$ cat config.mk
export PLATFORM = sky130hd
export DESIGN_NAME = fst_ctrl
export DESIGN_NICKNAME = d
export VERILOG_FILES = /design/src/fst_pkg.sv /design/src/fst_ctrl.sv
export SDC_FILE = /design/constraint.sdc
export NUM_CORES = 1
export LEC_CHECK = 0
export BUFFER_PORTS_ARGS = -buffer_cell sky130_fd_sc_hd__buf_2
export CAP_MARGIN = 20
export CORE_ASPECT_RATIO = 0.7
export CORE_MARGIN = 1
export CORE_UTILIZATION = 36
export DETAILED_ROUTE_END_ITERATION = 8
export GPL_TIMING_DRIVEN = 0
export SETUP_SLACK_MARGIN = 0.5
export SLEW_MARGIN = 20
export SYNTH_ARGS = -nofsm -noshare
export SYNTH_HDL_FRONTEND = slang
export SYNTH_SLANG_ARGS = --single-unit
export TNS_END_PERCENT = 20
$ cat constraint.sdc
create_clock -name clk_i -period 3.3 [get_ports clk_i]
set_input_delay 0 -clock clk_i [delete_from_list [all_inputs] [get_ports clk_i]]
set_output_delay 0 -clock clk_i [all_outputs]
set_load 0.02 [all_outputs]
$ cat src/fst_pkg.sv
/*
  constants, field layout and carrier types of the fuse timing and
  supply monitor configuration block.
  assumes a 50 mhz peripheral clock and an avalon-mm slave port with
  32-bit data and byte enables.
*/
package fst_pkg;

  // ----------------------------------------------------------------
  // timing
  // ----------------------------------------------------------------
  localparam int unsigned FST_CLK_PERIOD_NS = 20;
  localparam int unsigned FST_MIN_PHASE_NS  = 100;
  // a count n gives n+1 periods, so the least safe count rounds up then drops one
  localparam int unsigned FST_MIN_PHASE_CYC = (FST_MIN_PHASE_NS + FST_CLK_PERIOD_NS - 1) / FST_CLK_PERIOD_NS;
  localparam logic [7:0]  FST_COUNT_RST     = 8'(FST_MIN_PHASE_CYC - 1);

  // ----------------------------------------------------------------
  // register map (byte addresses)
  // ----------------------------------------------------------------
  localparam logic [7:0] FST_OFS_TIMING   = 8'h00;
  localparam logic [7:0] FST_OFS_SUPPLY   = 8'h1c;
  localparam logic [1:0] FST_WIN_TAG      = 2'h2;   // address[7:6] of 0x80..0xbf

  // efuse_timing_ctrl fields
  localparam int unsigned FST_TIM_STROBE_LSB = 0;
  localparam int unsigned FST_TIM_HOLD_LSB   = 8;
  localparam int unsigned FST_TIM_SETUP_LSB  = 16;

  // supply_monitor_cfg fields
  localparam int unsigned FST_CFG_THR_LSB    = 0;
  localparam int unsigned FST_CFG_DET_EN     = 2;
  localparam int unsigned FST_CFG_IRQ_EN     = 3;
  localparam int unsigned FST_CFG_RST_EN     = 4;
  localparam int unsigned FST_CFG_OUT_EN     = 5;
  localparam int unsigned FST_CFG_KEY_LSB    = 6;
  localparam int unsigned FST_CFG_POR_EN     = 8;
  localparam int unsigned FST_CFG_FLAG       = 15;

  // unlock key codes
  localparam logic [1:0] FST_KEY_STEP1  = 2'h1;
  localparam logic [1:0] FST_KEY_STEP2  = 2'h2;
  localparam logic [1:0] FST_KEY_OPEN   = 2'h3;
  localparam logic [1:0] FST_KEY_RELOCK = 2'h0;

  // avalon response codes
  localparam logic [1:0] FST_RESP_OKAY   = 2'h0;
  localparam logic [1:0] FST_RESP_SLVERR = 2'h2;

  // ----------------------------------------------------------------
  // types
  // ----------------------------------------------------------------
  typedef enum logic [4:0] {
    FST_RD_IDLE   = 5'h01,
    FST_RD_SETUP  = 5'h02,
    FST_RD_STROBE = 5'h04,
    FST_RD_HOLD   = 5'h08,
    FST_RD_DONE   = 5'h10
  } fst_rd_state_t;

  typedef enum logic [3:0] {
    FST_KEY_LOCKED = 4'h1,
    FST_KEY_SAW1   = 4'h2,
    FST_KEY_SAW2   = 4'h4,
    FST_KEY_UNLOCK = 4'h8
  } fst_key_state_t;

  typedef struct packed {
    logic        read;
    logic        write;
    logic [7:0]  address;
    logic [31:0] writedata;
    logic [3:0]  byteenable;
  } fst_avm_req_t;

  typedef struct packed {
    logic [31:0] readdata;
    logic [1:0]  response;
    logic        waitrequest;
  } fst_avm_rsp_t;

  typedef struct packed {
    logic [5:0] fuse_addr;
    logic       fuse_read_enable;
    logic       fuse_strobe;
  } fst_fuse_req_t;

  typedef struct packed {
    logic       erased;
    logic [1:0] threshold;
    logic       reset_enable;
    logic       por_enable;
  } fst_fuse_dflt_t;

endpackage : fst_pkg

$ cat src/fst_ctrl.sv
/*
  fuse read sequencer, fuse read data register and key-protected
  supply monitor configuration behind an avalon-mm slave.
  assumes fuse_dout_i and fuse_dflt_i are on clk_i and stable, and
  monitored_supply_below_i comes from an analog comparator.
*/
// Register access over Avalon-MM is this design's own decision.
`timescale 1ns/100ps
module fst_ctrl (
  input  wire logic                   clk_i,
  input  wire logic                   sys_rst_i,
  input  wire fst_pkg::fst_avm_req_t  avm_req_i,
  input  wire logic                   supervisor_i,
  output fst_pkg::fst_avm_rsp_t       avm_rsp_o,
  output fst_pkg::fst_fuse_req_t      fuse_req_o,
  input  wire logic [7:0]             fuse_dout_i,
  input  wire fst_pkg::fst_fuse_dflt_t fuse_dflt_i,
  input  wire logic                   monitored_supply_below_i,
  output logic [1:0]                  threshold_sel_o,
  output logic [3:0]                  threshold_level_o,
  output logic                        detector_enable_o,
  output logic                        detector_out_o,
  output logic                        detector_out_oe_o,
  output logic                        low_supply_irq_o,
  output logic                        por_request_o,
  output logic                        supply_reset_request_o
);
  import fst_pkg::*;

  // ----------------------------------------------------------------
  // declarations
  // ----------------------------------------------------------------
  logic           ack, next_ack;
  logic [31:0]    rdata, next_rdata;
  logic [1:0]     resp, next_resp;
  logic           start_fuse;
  logic           wr_ok;
  logic           in_window;
  logic [1:0]     lane;
  logic [31:0]    reg_rd;
  logic [15:0]    cfg_rd;

  fst_rd_state_t  rd_state, next_rd_state;
  logic [7:0]     rd_cnt, next_rd_cnt;
  logic [5:0]     fuse_addr, next_fuse_addr;
  logic           fuse_fuse_read_enable, next_fuse_fuse_read_enable;
  logic           fuse_strb, next_fuse_strb;
  logic [7:0]     read_data, next_read_data;

  logic [7:0]     strobe_cnt, next_strobe_cnt;
  logic [7:0]     hold_cnt, next_hold_cnt;
  logic [7:0]     setup_cnt, next_setup_cnt;

  fst_key_state_t key_state, next_key_state;
  logic [1:0]     thr, next_thr;
  logic           det_en, next_det_en;
  logic           irq_en, next_irq_en;
  logic           rst_en, next_rst_en;
  logic           out_en, next_out_en;
  logic           por_en, next_por_en;
  logic           flag, next_flag;
  logic           load_pending, next_load_pending;
  logic           irq, next_irq;
  logic           por_req, next_por_req;
  logic           rst_req, next_rst_req;
  logic           det_out, next_det_out;
  logic           below_meta, below_s;
  logic [1:0]     key_wr;

  // ----------------------------------------------------------------
  // comparator synchroniser
  // ----------------------------------------------------------------
  always_ff @(posedge clk_i) begin
    if (sys_rst_i) begin
      below_meta <= 1'b0;
      below_s    <= 1'b0;
    end else begin
      below_meta <= monitored_supply_below_i;
      below_s    <= below_meta;
    end
  end

  // ----------------------------------------------------------------
  // bus decode
  // ----------------------------------------------------------------
  assign in_window = (avm_req_i.address[7:6] == FST_WIN_TAG);
  // fuse byte sits in the lowest enabled lane
  assign lane = avm_req_i.byteenable[0] ? 2'h0 :
                avm_req_i.byteenable[1] ? 2'h1 :
                avm_req_i.byteenable[2] ? 2'h2 : 2'h3;
  assign wr_ok = avm_req_i.write && ack && (resp == FST_RESP_OKAY);
  assign key_wr = avm_req_i.writedata[FST_CFG_KEY_LSB +: 2];

  always_comb begin
    cfg_rd = 16'h0000;
    cfg_rd[FST_CFG_THR_LSB +: 2] = thr;
    cfg_rd[FST_CFG_DET_EN]       = det_en;
    cfg_rd[FST_CFG_IRQ_EN]       = irq_en;
    cfg_rd[FST_CFG_RST_EN]       = rst_en;
    cfg_rd[FST_CFG_OUT_EN]       = out_en;
    cfg_rd[FST_CFG_KEY_LSB +: 2] = (key_state == FST_KEY_UNLOCK) ? FST_KEY_OPEN : FST_KEY_RELOCK;
    cfg_rd[FST_CFG_POR_EN]       = por_en;
    cfg_rd[FST_CFG_FLAG]         = flag;
    case (avm_req_i.address)
      FST_OFS_TIMING: reg_rd = {8'h00, setup_cnt, hold_cnt, strobe_cnt};
      FST_OFS_SUPPLY: reg_rd = {16'h0000, cfg_rd};
      default:        reg_rd = 32'h0000_0000;
    endcase
  end

  // ----------------------------------------------------------------
  // bus answer
  // ----------------------------------------------------------------
  always_comb begin
    next_ack   = 1'b0;
    next_rdata = rdata;
    next_resp  = resp;
    start_fuse = 1'b0;
    if ((avm_req_i.read || avm_req_i.write) && !ack) begin
      if (!supervisor_i) begin
        next_ack   = 1'b1;
        next_rdata = 32'h0000_0000;
        next_resp  = FST_RESP_SLVERR;
      end else if (avm_req_i.read && in_window) begin
        start_fuse = (rd_state == FST_RD_IDLE);
        if (rd_state == FST_RD_DONE) begin
          next_ack   = 1'b1;
          next_rdata = {4{read_data}};
          next_resp  = FST_RESP_OKAY;
        end
      end else begin
        next_ack   = 1'b1;
        next_rdata = avm_req_i.read ? reg_rd : 32'h0000_0000;
        next_resp  = FST_RESP_OKAY;
      end
    end
  end

  always_ff @(posedge clk_i) begin
    if (sys_rst_i) begin
      ack   <= 1'b0;
      rdata <= 32'h0000_0000;
      resp  <= FST_RESP_OKAY;
    end else begin
      ack   <= next_ack;
      rdata <= next_rdata;
      resp  <= next_resp;
    end
  end

  assign avm_rsp_o = '{readdata: rdata, response: resp,
                       waitrequest: (avm_req_i.read || avm_req_i.write) && !ack};

  // ----------------------------------------------------------------
  // fuse read sequencer
  // ----------------------------------------------------------------
  always_comb begin
    next_rd_state  = rd_state;
    next_rd_cnt    = rd_cnt;
    next_fuse_addr = fuse_addr;
    next_fuse_fuse_read_enable = fuse_fuse_read_enable;
    next_fuse_strb = fuse_strb;
    next_read_data = read_data;
    case (rd_state)
      FST_RD_IDLE: begin
        if (start_fuse) begin
          next_rd_state  = FST_RD_SETUP;
          next_rd_cnt    = setup_cnt;
          next_fuse_addr = {avm_req_i.address[5:2], lane};
          next_fuse_fuse_read_enable = 1'b1;
        end
      end
      FST_RD_SETUP: begin
        if (rd_cnt == 8'h00) begin
          next_rd_state  = FST_RD_STROBE;
          next_rd_cnt    = strobe_cnt;
          next_fuse_strb = 1'b1;
        end else begin
          next_rd_cnt = rd_cnt - 8'h01;
        end
      end
      FST_RD_STROBE: begin
        if (rd_cnt == 8'h00) begin
          next_rd_state  = FST_RD_HOLD;
          next_rd_cnt    = hold_cnt;
          next_fuse_strb = 1'b0;
          next_read_data = fuse_dout_i;
        end else begin
          next_rd_cnt = rd_cnt - 8'h01;
        end
      end
      FST_RD_HOLD: begin
        if (rd_cnt == 8'h00) begin
          next_rd_state  = FST_RD_DONE;
          next_fuse_fuse_read_enable = 1'b0;
        end else begin
          next_rd_cnt = rd_cnt - 8'h01;
        end
      end
      FST_RD_DONE: begin
        next_rd_state = FST_RD_IDLE;
      end
      default: begin
        next_rd_state  = FST_RD_IDLE;
        next_fuse_fuse_read_enable = 1'b0;
        next_fuse_strb = 1'b0;
      end
    endcase
  end

  always_ff @(posedge clk_i) begin
    if (sys_rst_i) begin
      rd_state  <= FST_RD_IDLE;
      rd_cnt    <= 8'h00;
      fuse_addr <= 6'h00;
      fuse_fuse_read_enable <= 1'b0;
      fuse_strb <= 1'b0;
      read_data <= 8'h00;
    end else begin
      rd_state  <= next_rd_state;
      rd_cnt    <= next_rd_cnt;
      fuse_addr <= next_fuse_addr;
      fuse_fuse_read_enable <= next_fuse_fuse_read_enable;
      fuse_strb <= next_fuse_strb;
      read_data <= next_read_data;
    end
  end

  assign fuse_req_o = '{fuse_addr: fuse_addr, fuse_read_enable: fuse_fuse_read_enable, fuse_strobe: fuse_strb};

  // ----------------------------------------------------------------
  // configuration registers
  // ----------------------------------------------------------------
  always_comb begin
    next_strobe_cnt   = strobe_cnt;
    next_hold_cnt     = hold_cnt;
    next_setup_cnt    = setup_cnt;
    next_key_state    = key_state;
    next_thr          = thr;
    next_det_en       = det_en;
    next_irq_en       = irq_en;
    next_rst_en       = rst_en;
    next_out_en       = out_en;
    next_por_en       = por_en;
    next_load_pending = 1'b0;
    if (load_pending && !fuse_dflt_i.erased) begin
      next_thr    = fuse_dflt_i.threshold;
      next_rst_en = fuse_dflt_i.reset_enable;
      next_por_en = fuse_dflt_i.por_enable;
    end
    if (wr_ok && avm_req_i.address == FST_OFS_TIMING) begin
      if (avm_req_i.byteenable[0]) next_strobe_cnt = avm_req_i.writedata[FST_TIM_STROBE_LSB +: 8];
      if (avm_req_i.byteenable[1]) next_hold_cnt   = avm_req_i.writedata[FST_TIM_HOLD_LSB +: 8];
      if (avm_req_i.byteenable[2]) next_setup_cnt  = avm_req_i.writedata[FST_TIM_SETUP_LSB +: 8];
    end
    if (wr_ok && avm_req_i.address == FST_OFS_SUPPLY) begin
      if (key_state == FST_KEY_UNLOCK) begin
        if (avm_req_i.byteenable[0]) begin
          next_thr    = avm_req_i.writedata[FST_CFG_THR_LSB +: 2];
          next_det_en = avm_req_i.writedata[FST_CFG_DET_EN];
          next_irq_en = avm_req_i.writedata[FST_CFG_IRQ_EN];
          next_rst_en = avm_req_i.writedata[FST_CFG_RST_EN];
          next_out_en = avm_req_i.writedata[FST_CFG_OUT_EN];
        end
        if (avm_req_i.byteenable[1]) next_por_en = avm_req_i.writedata[FST_CFG_POR_EN];
      end
      if (avm_req_i.byteenable[0]) begin
        case (key_state)
          FST_KEY_LOCKED: next_key_state = (key_wr == FST_KEY_STEP1) ? FST_KEY_SAW1 : FST_KEY_LOCKED;
          FST_KEY_SAW1: begin
            if (key_wr == FST_KEY_STEP2)      next_key_state = FST_KEY_SAW2;
            else if (key_wr != FST_KEY_STEP1) next_key_state = FST_KEY_LOCKED;
          end
          FST_KEY_SAW2: begin
            if (key_wr == FST_KEY_OPEN)       next_key_state = FST_KEY_UNLOCK;
            else if (key_wr == FST_KEY_STEP1) next_key_state = FST_KEY_SAW1;
            else                              next_key_state = FST_KEY_LOCKED;
          end
          FST_KEY_UNLOCK: begin
            if (key_wr == FST_KEY_RELOCK) next_key_state = FST_KEY_LOCKED;
          end
          default: next_key_state = FST_KEY_LOCKED;
        endcase
      end
    end
  end

  always_ff @(posedge clk_i) begin
    if (sys_rst_i) begin
      strobe_cnt   <= FST_COUNT_RST;
      hold_cnt     <= FST_COUNT_RST;
      setup_cnt    <= FST_COUNT_RST;
      key_state    <= FST_KEY_LOCKED;
      thr          <= 2'h0;
      det_en       <= 1'b0;
      irq_en       <= 1'b0;
      rst_en       <= 1'b0;
      out_en       <= 1'b0;
      por_en       <= 1'b0;
      load_pending <= 1'b1;
    end else begin
      strobe_cnt   <= next_strobe_cnt;
      hold_cnt     <= next_hold_cnt;
      setup_cnt    <= next_setup_cnt;
      key_state    <= next_key_state;
      thr          <= next_thr;
      det_en       <= next_det_en;
      irq_en       <= next_irq_en;
      rst_en       <= next_rst_en;
      out_en       <= next_out_en;
      por_en       <= next_por_en;
      load_pending <= next_load_pending;
    end
  end

  // ----------------------------------------------------------------
  // supply monitor
  // ----------------------------------------------------------------
  always_comb begin
    next_flag    = flag | (det_en & below_s);
    next_det_out = det_en & below_s;
    next_irq     = det_en & irq_en & below_s;
    next_por_req = det_en & por_en & below_s;
    next_rst_req = det_en & rst_en & ~por_en & below_s;
  end

  always_ff @(posedge clk_i) begin
    if (sys_rst_i) begin
      flag    <= 1'b0;
      det_out <= 1'b0;
      irq     <= 1'b0;
      por_req <= 1'b0;
      rst_req <= 1'b0;
    end else begin
      flag    <= next_flag;
      det_out <= next_det_out;
      irq     <= next_irq;
      por_req <= next_por_req;
      rst_req <= next_rst_req;
    end
  end

  genvar g;
  generate
    for (g = 0; g < 4; g++) begin : g_level
      assign threshold_level_o[g] = det_en && (thr == 2'(g));
    end
  endgenerate

  assign threshold_sel_o        = thr;
  assign detector_enable_o      = det_en;
  assign detector_out_o         = det_out & out_en;
  assign detector_out_oe_o      = out_en;
  assign low_supply_irq_o       = irq;
  assign por_request_o          = por_req;
  assign supply_reset_request_o = rst_req;

endmodule : fst_ctrl

==> impl_results.md, run 1 <==
* Status: completed
* DR pass1 iterations at 5
* Critical-path cell list: dlygate4sd3_1, buf_2, nor3_1, nor3b_1, clkbuf_1, a221oi_1, o2bb2ai_1
* R2R Path Start: rd_cnt[0]
* Core area at 0.0127 mm2
* Postcts setup bufs at 0
* Synth Area in Compound Gates at 23.0%
* Max Cap Viol at 0
* DR vias at 4,707
* Initial antenna violation count at 0
* Share of layout cells above drive strength 1 at 21.6%
* Fin nets at 751
* Least-Margin Pin Slew at 1.10 ns
* Final Hold Fails at 0
* 1st-iter DRT viols at 344
* CTS root buffer: clkbuf_16
* #FFs+latches synth at 106
* Final min period at 2.59 ns
* Area of the die at 0.0137 mm2
* Synthesized Nets at 594
* Simple-gate share of the synthesized area at 20.3%
* WP depth at 7
* Unrepaired setup endpoints after global routing: no
* Residual DRC at 0
* Ys flop type: dfxtp_1
* Adder-cell share of the synthesized area at 0.524%
* CTS sink count at 106
* Clk Latency, worst-skew pair at 0.35 ns
* Max Fanout on Critical Path at 10
* Routability cong. at 0.854
* Family with the most delay on the worst path: simple AND/OR/NAND/NOR gates
* Final Cycle Share at 78.4%
* Netlist cell types at 61
* Diode count at 0
* Setup total negative slack at 0 ns
* Worst setup startpoint: avm_req_i[40]
* Buffers and inverters on the worst path at 3
* Slowest-stage cell, CP: nor3b_1
* Arr. time, crit path at 2.87 ns
* CTS tree: done
* Core Util, Final at 48.9%
* Mean Syn Cell Area at 9.02 um2
* CP Launch Type: input pin
* Area contributors post-synth: dfxtp_1 (44%), mux2i_1 (6.7%), nor2_1 (5.2%)
* Total power at 2.62 mW
* Clock Pin Slew Worst Setup and Hold Paths at 0.07 ns
* GR Overflow Total at 0
* Final setup viols at 0
* Vias/cell at 5.52
* Req. time, crit path at 3.58 ns
* Post-Synth XOR/XNOR Area at 0.734%
* Crit path to: rdata[1]
* Initial Utilization at 37.7%
* PD cells at 422 mW/mm2
* Cell taking the most area after synthesis: dfxtp_1
* Largest net degree at the start of global routing at 18
* Number of global-route vias before repair at 4,342
* GRT Overall Usage at 22.5%
* Site row count at 34
* Reg2reg end: rd_cnt[2]
* Clock tree buffer depth at 2
* Detailed Place HPWL at 11,300 um
* Post-synth EDFFs at 0
* FMAX at 0.387 GHz
* Multiplexer share of the synthesized area at 6.71%
* Slowest stage delay, CP at 0.69 ns
* Leak pwr at 2.69 nW
* Gate Count Post-Synth at 529
* Port Buf Inserts at 107
* CP Capture Type: flip-flop
* Register area share after synthesis at 44.5%
* Top cell type's share of synthesized area at 44.5%
* CTS buffer count at 9
* First-pass GRT wire length at 23,700 um
* Hold Path Class: in2reg
* Htree depth at 3
* Overall die height at 98.3 um
* Crit Path Class: in2reg
* Area Growth Syn to Fin at 29.9%
* Die Wd at 140 um
* Largest family of logic cells by synthesized area: compound AO/OA/AOI/OAI gates
* Mapped Area at 0.00477 mm2
* Slew HR at 26.2%
* Reg2Reg Setup Slack at 0.76 ns
* Final wirelength at 15,200 um
* Ports at 118
* Worst clock skew at 0.00550 ns
* Async SR Flop Fraction at 0%
* Worst Reg2Reg Path Length in Cells at 8
* Wire per inst at 17.8 um
* Yosys warning count at 0
* Post-route ant nets at 0
* Worst VDD drop at 0.250 mV
* Max Slew Vio Count at 0
==> cell usage in the layout, fill, tap and decap left out, types with 7 or more instances in the layout <==
cell type	n
buf_2	108
dfxtp_1	106
nor2_1	66
a21oi_1	49
dlygate4sd3_1	39
nand2_1	35
mux2i_1	32
clkbuf_1	25
o2bb2ai_1	19
a22oi_1	18
nor3_1	13
inv_1	11
nand3_1	11
a22o_1	11
nand2b_1	9
or2_2	9
clkbuf_16	9
a211oi_1	8
nor3b_1	7
==> worst min-delay path, delay by kind of cell <==
kind,cells,cell delay [ns]
buf+inv,1,0.16
mux,1,0.09
simple gates,1,0.08
==> power by group <==
part | switching, mW | internal (mW) | total, mW
logic | 0.131 | 0.104 | 0.235
registers | 0.0113 | 1.29 | 1.30
clock network | 0.501 | 0.580 | 1.08
total | 0.644 | 1.97 | 2.62
==> cells by family (layout without fill, tap and decap cells) <==
group | count (synthesis) | after routing
simple gates | 187 | 187
mux | 32 | 32
xor+xnor | 4 | 4
buf+inv | 44 | 206
compound gates | 153 | 153
fa+ha+maj | 2 | 2
flops | 106 | 106
other cells | 1 | 1
==> cells in the mapped netlist (2+ instances only) <==
| cell | number |
|---|---|
| nand3_1 | 11 |
| mux2i_1 | 32 |
| a221oi_1 | 5 |
| clkbuf_1 | 26 |
| o2bb2ai_1 | 19 |
| a21o_1 | 4 |
| and2_1 | 3 |
| a211o_1 | 6 |
| a31oi_1 | 2 |
| nand2b_1 | 9 |
| a211oi_1 | 8 |
| buf_4 | 3 |
| o31ai_1 | 3 |
| nand2_1 | 35 |
| buf_6 | 3 |
| a22oi_1 | 18 |
| nor3b_1 | 7 |
| and3_1 | 3 |
| nor2b_1 | 5 |
| xnor2_1 | 3 |
| o21bai_1 | 3 |
| o21ai_0 | 6 |
| nand3_2 | 3 |
| o221ai_1 | 5 |
| or2_2 | 9 |
| inv_1 | 11 |
| or3_1 | 4 |
| ha_1 | 2 |
| a221o_1 | 3 |
| nor2_1 | 66 |
| nor3_1 | 13 |
| nor4b_1 | 2 |
| a22o_1 | 11 |
| dfxtp_1 | 106 |
| a21oi_1 | 49 |
| nor4_1 | 3 |
| nand3b_1 | 4 |
==> worst min path at each step <==
stage	start	endpoint	slack (ns)	cells after the start
2_1_floorplan	sys_rst_i	load_pending	0.03	0
3_3_place_gp	monitored_supply_below_i	below_meta	0.22	2
3_5_place_dp	monitored_supply_below_i	below_meta	0.23	2
4_1_cts	avm_req_i[10]	strobe_cnt[6]	0.003	3
5_1_grt	fuse_dflt_i[2]	threshold_sel_o[0]	0.01	3
6_report	avm_req_i[10]	strobe_cnt[6]	0.02	3
==> registers in the layout (all words and copies together) (netlist names), 2 cells and up <==
signal / cells
rd_state: 5
setup_cnt: 8
hold_cnt: 8
read_data: 8
key_state: 4
rdata: 32
fuse_addr: 6
rd_cnt: 8
strobe_cnt: 8
threshold_sel_o: 2
==> final cells by class <==
type | count | area, um2
clock buffer | 12 | 267
fill | 1261 | 6470
timing repair buffer | 146 | 926
sequential | 106 | 2120
multi-input combinational | 379 | 2450
tap | 162 | 203
inverter | 11 | 41.3
clock inverter | 4 | 32.5
buffer | 33 | 160
==> through the flow <==
step / setup WS (ns) / cell area [um2] / instances / hold slack, ns
after floorplan: 1.12 / 4770 / 529 / 0.0277
after global placement: 0.755 / 5510 / 798 / 0.221
after detailed placement: 0.728 / 5510 / 798 / 0.228
after CTS: 0.711 / 6200 / 853 / 0.00333
after global routing: 0.517 / 6200 / 853 / 0.0135
final: 0.714 / 6200 / 853 / 0.0168
==> repair_timing <==
action	in CTS	in global routing
hold buffers	39	0
resized for setup	0	2
endpoints found under the setup margin	0	1
endpoints found under the hold margin	44	0
==> metal layers <==
metal  track usage [%]  wire length [um]  vias up
met5                 0                 0        -
li1                  -                 -     2245
met2              32.7              6160      233
met4              5.66               197        0
met1              33.2              7550     2213
met3              5.20              1280       16
No activity file was read; power rests on OpenSTA's default activity.
==> run 2, diff against run 1 <==
- clock period: 3.3 -> 2.2 ns (I/O delays scaled with it)
==> impl_results.md, run 2 (synthesis gave the netlist of run 1 again) <==
* Diode count at 0 (unchanged)
* Overall die height at 98.3 um (unchanged)
* Area of the die at 0.0137 mm2 (unchanged)
* Site row count at 34 (unchanged)
* Ports at 118 (unchanged)
* Largest net degree at the start of global routing at 17 (was 18)
* Port Buf Inserts at 107 (unchanged)
* Max Slew Vio Count at 0 (unchanged)
* GRT Overall Usage at 23.8% (was 22.5%)
* Unrepaired setup endpoints after global routing: yes (was no)
* Core area at 0.0127 mm2 (unchanged)
* Crit Path Class: reg2reg (was in2reg)
* Slowest stage delay, CP at 0.48 ns (was 0.69 ns)
* Slowest-stage cell, CP: or4b_4 (was nor3b_1)
* Area of the multi-input gates at 0.00298 mm2 (was 0.00245 mm2)
* Worst setup slack after placement at -0.231 ns (was 0.728 ns)
* Routability cong. at 0.891 (was 0.854)
* Slew HR at 25.2% (was 26.2%)
* Htree depth at 3 (unchanged)
* Family with the most delay on the worst path: simple AND/OR/NAND/NOR gates (unchanged)
* Wire per inst at 18.9 um (was 17.8 um)
* Register area at 0.00214 mm2 (was 0.00212 mm2)
* Req. time, crit path at 2.45 ns (was 3.58 ns)
* CTS root buffer: clkbuf_16 (unchanged)
* Clk Latency, worst-skew pair at 0.36 ns (was 0.35 ns)
* DR pass1 iterations at 6 (was 5)
* Worst Reg2Reg Path Length in Cells at 8 (unchanged)
* Final WS setup at 0.0200 ns (was 0.714 ns)
* Max Fanout on Critical Path at 6 (was 10)
* CTS sink count at 106 (unchanged)
* Share of layout cells above drive strength 1 at 35.5% (was 21.6%)
* Leak pwr at 2.99 nW (was 2.69 nW)
* Final Cycle Share at 99.1%
* DR vias at 4,977 (was 4,707)
* Cell Count, Final, Fillers Out at 883 (was 853)
* Status: completed (unchanged)
* CP Launch Type: flip-flop (was input pin)
* Buffers and inverters on the worst path at 2 (was 3)
* Crit path to: rd_cnt[2] (was rdata[1])
* Initial Utilization at 37.7% (unchanged)
* Detailed Place HPWL at 11,400 um (was 11,300 um)
* Max reg flops at 32 (unchanged)
* Commonest non-fill, non-tap cell in the layout: buf_2 (unchanged)
* Hold Path Class: in2reg (unchanged)
* WP depth at 8 (was 7)
* Fin nets at 782 (was 751)
* 1st-iter DRT viols at 477 (was 344)
* First-pass GRT wire length at 25,100 um (was 23,700 um)
* Reg2Reg Setup Slack at 0.02 ns (was 0.76 ns)
* Least-Margin Pin Slew at 1.11 ns (was 1.10 ns)
* Post-route ant nets at 0 (unchanged)
* FMAX at 0.459 GHz
* Worst clock skew at 0.00904 ns (was 0.00550 ns)
* Reg2reg end: rd_cnt[2] (unchanged)
* CTS buffer count at 9 (unchanged)
* Final setup viols at 0 (unchanged)
* Die Wd at 140 um (unchanged)
* Worst VDD drop at 0.354 mV (was 0.250 mV)
* Post-Place Cells at 798 (unchanged)
* Final Hold Fails at 0 (unchanged)
* GR Overflow Total at 0 (unchanged)
* Area Growth Syn to Fin at 48.8% (was 29.9%)
* Top reg by flops: rdata (unchanged)
* Final wirelength at 16,700 um (was 15,200 um)
* Max Cap Viol at 0 (unchanged)
* Vias/cell at 5.64 (was 5.52)
* Critical-path cell list: inv_4, ha_4, or4b_4, or2_4, buf_8, a21oi_4, o221ai_2, a211o_1 (was dlygate4sd3_1, buf_2, nor3_1, nor3b_1, clkbuf_1, a221oi_1, o2bb2ai_1)
* PD cells at 566 mW/mm2 (was 422 mW/mm2)
* Clock tree buffer depth at 2 (unchanged)
* Final min period at 2.18 ns
* CP Capture Type: flip-flop (unchanged)
* Arr. time, crit path at 2.43 ns (was 2.87 ns)
* Total power at 4.02 mW (was 2.62 mW)
* R2R Path Start: rd_cnt[0] (unchanged)
* Clock Pin Slew Worst Setup and Hold Paths at 0.07 ns (about the same)
* CTS tree: done (unchanged)
* Number of global-route vias before repair at 4,654 (was 4,342)
* Initial antenna violation count at 0 (unchanged)
* Layout fillers at 1,132 (was 1,261)
* Residual DRC at 0 (unchanged)
* Commonest cells after routing, fill and taps aside: buf_2 (109), dfxtp_1 (101), nor2_1 (63) (was buf_2 (108), dfxtp_1 (106), nor2_1 (66))
* Worst setup startpoint: rd_cnt[0] (was avm_req_i[40])
## run 2: routing by layer
metal / part of all wire, % / wire length (um) / GRT usage [%]
met1: 47 / 7800 / 33.5
met2: 42 / 7070 / 35.8
met3: 9.1 / 1530 / 5.84
met4: 1.8 / 302 / 7.10
met5: 0 / 0 / 0
## run 2: area by class of cell
| class | count | share of cell area [%] |
|---|---|---|
| plain buffers | 33 | 3.35 |
| clock buffers | 11 | 3.28 |
| clock inverters | 4 | 0.758 |
| inverters | 11 | 0.652 |
| multi-input cells | 381 | 42.0 |
| flip-flops and latches | 106 | 30.1 |
| well taps | 162 | 2.85 |
| repair buffers | 175 | 17.0 |
## run 2: repair_timing
| action | in CTS | in global routing |
|---|---|---|
| hold buffers | 40 | 1 |
| hold endpoints to repair | 45 | 1 |
| gates resized for setup | 58 | 71 |
| gates cloned | 3 | 2 |
| setup buffers | 18 | 6 |
| pin swaps | 33 | 20 |
| endpoints found under the setup margin | 82 | 98 |
## run 2: worst min path at each step
stage                        startpoint            end  slack, ns  cells past startpoint
2_1_floorplan                 sys_rst_i   load_pending       0.03                      0
3_3_place_gp   monitored_supply_below_i     below_meta       0.22                      2
3_5_place_dp   monitored_supply_below_i     below_meta       0.23                      2
4_1_cts                       sys_rst_i   load_pending      -0.11                      1
5_1_grt                   avm_req_i[11]  strobe_cnt[7]       0.04                      3
6_report                  avm_req_i[11]  strobe_cnt[7]       0.01                      3
## run 2: worst min-delay path, stage by stage
cell,delay (ns)
buf_2,0.17
mux2i_1,0.09
nor2_1,0.07
## run 2: through the flow
step	instance area [um2]	TNS, ns	hold slack, ns	util [%]
5_1_grt	7100	-0.0392	0.0385	56.0
6_report	7100	0	0.0147	56.0
2_1_floorplan	4810	0	0.0277	-
3_3_place_gp	5550	-4.44	0.223	43.8
4_1_cts	6620	0	-0.113	52.2
3_5_place_dp	5550	-4.95	0.226	43.8
## run 2: power breakdown
group          leakage, nW  internal (mW)  switching [mW]  total, mW
logic                 2.00          0.204           0.243      0.447
clock network        0.132          0.880           0.742       1.62
registers            0.860           1.93          0.0189       1.95
total                 2.99           3.02            1.00       4.02
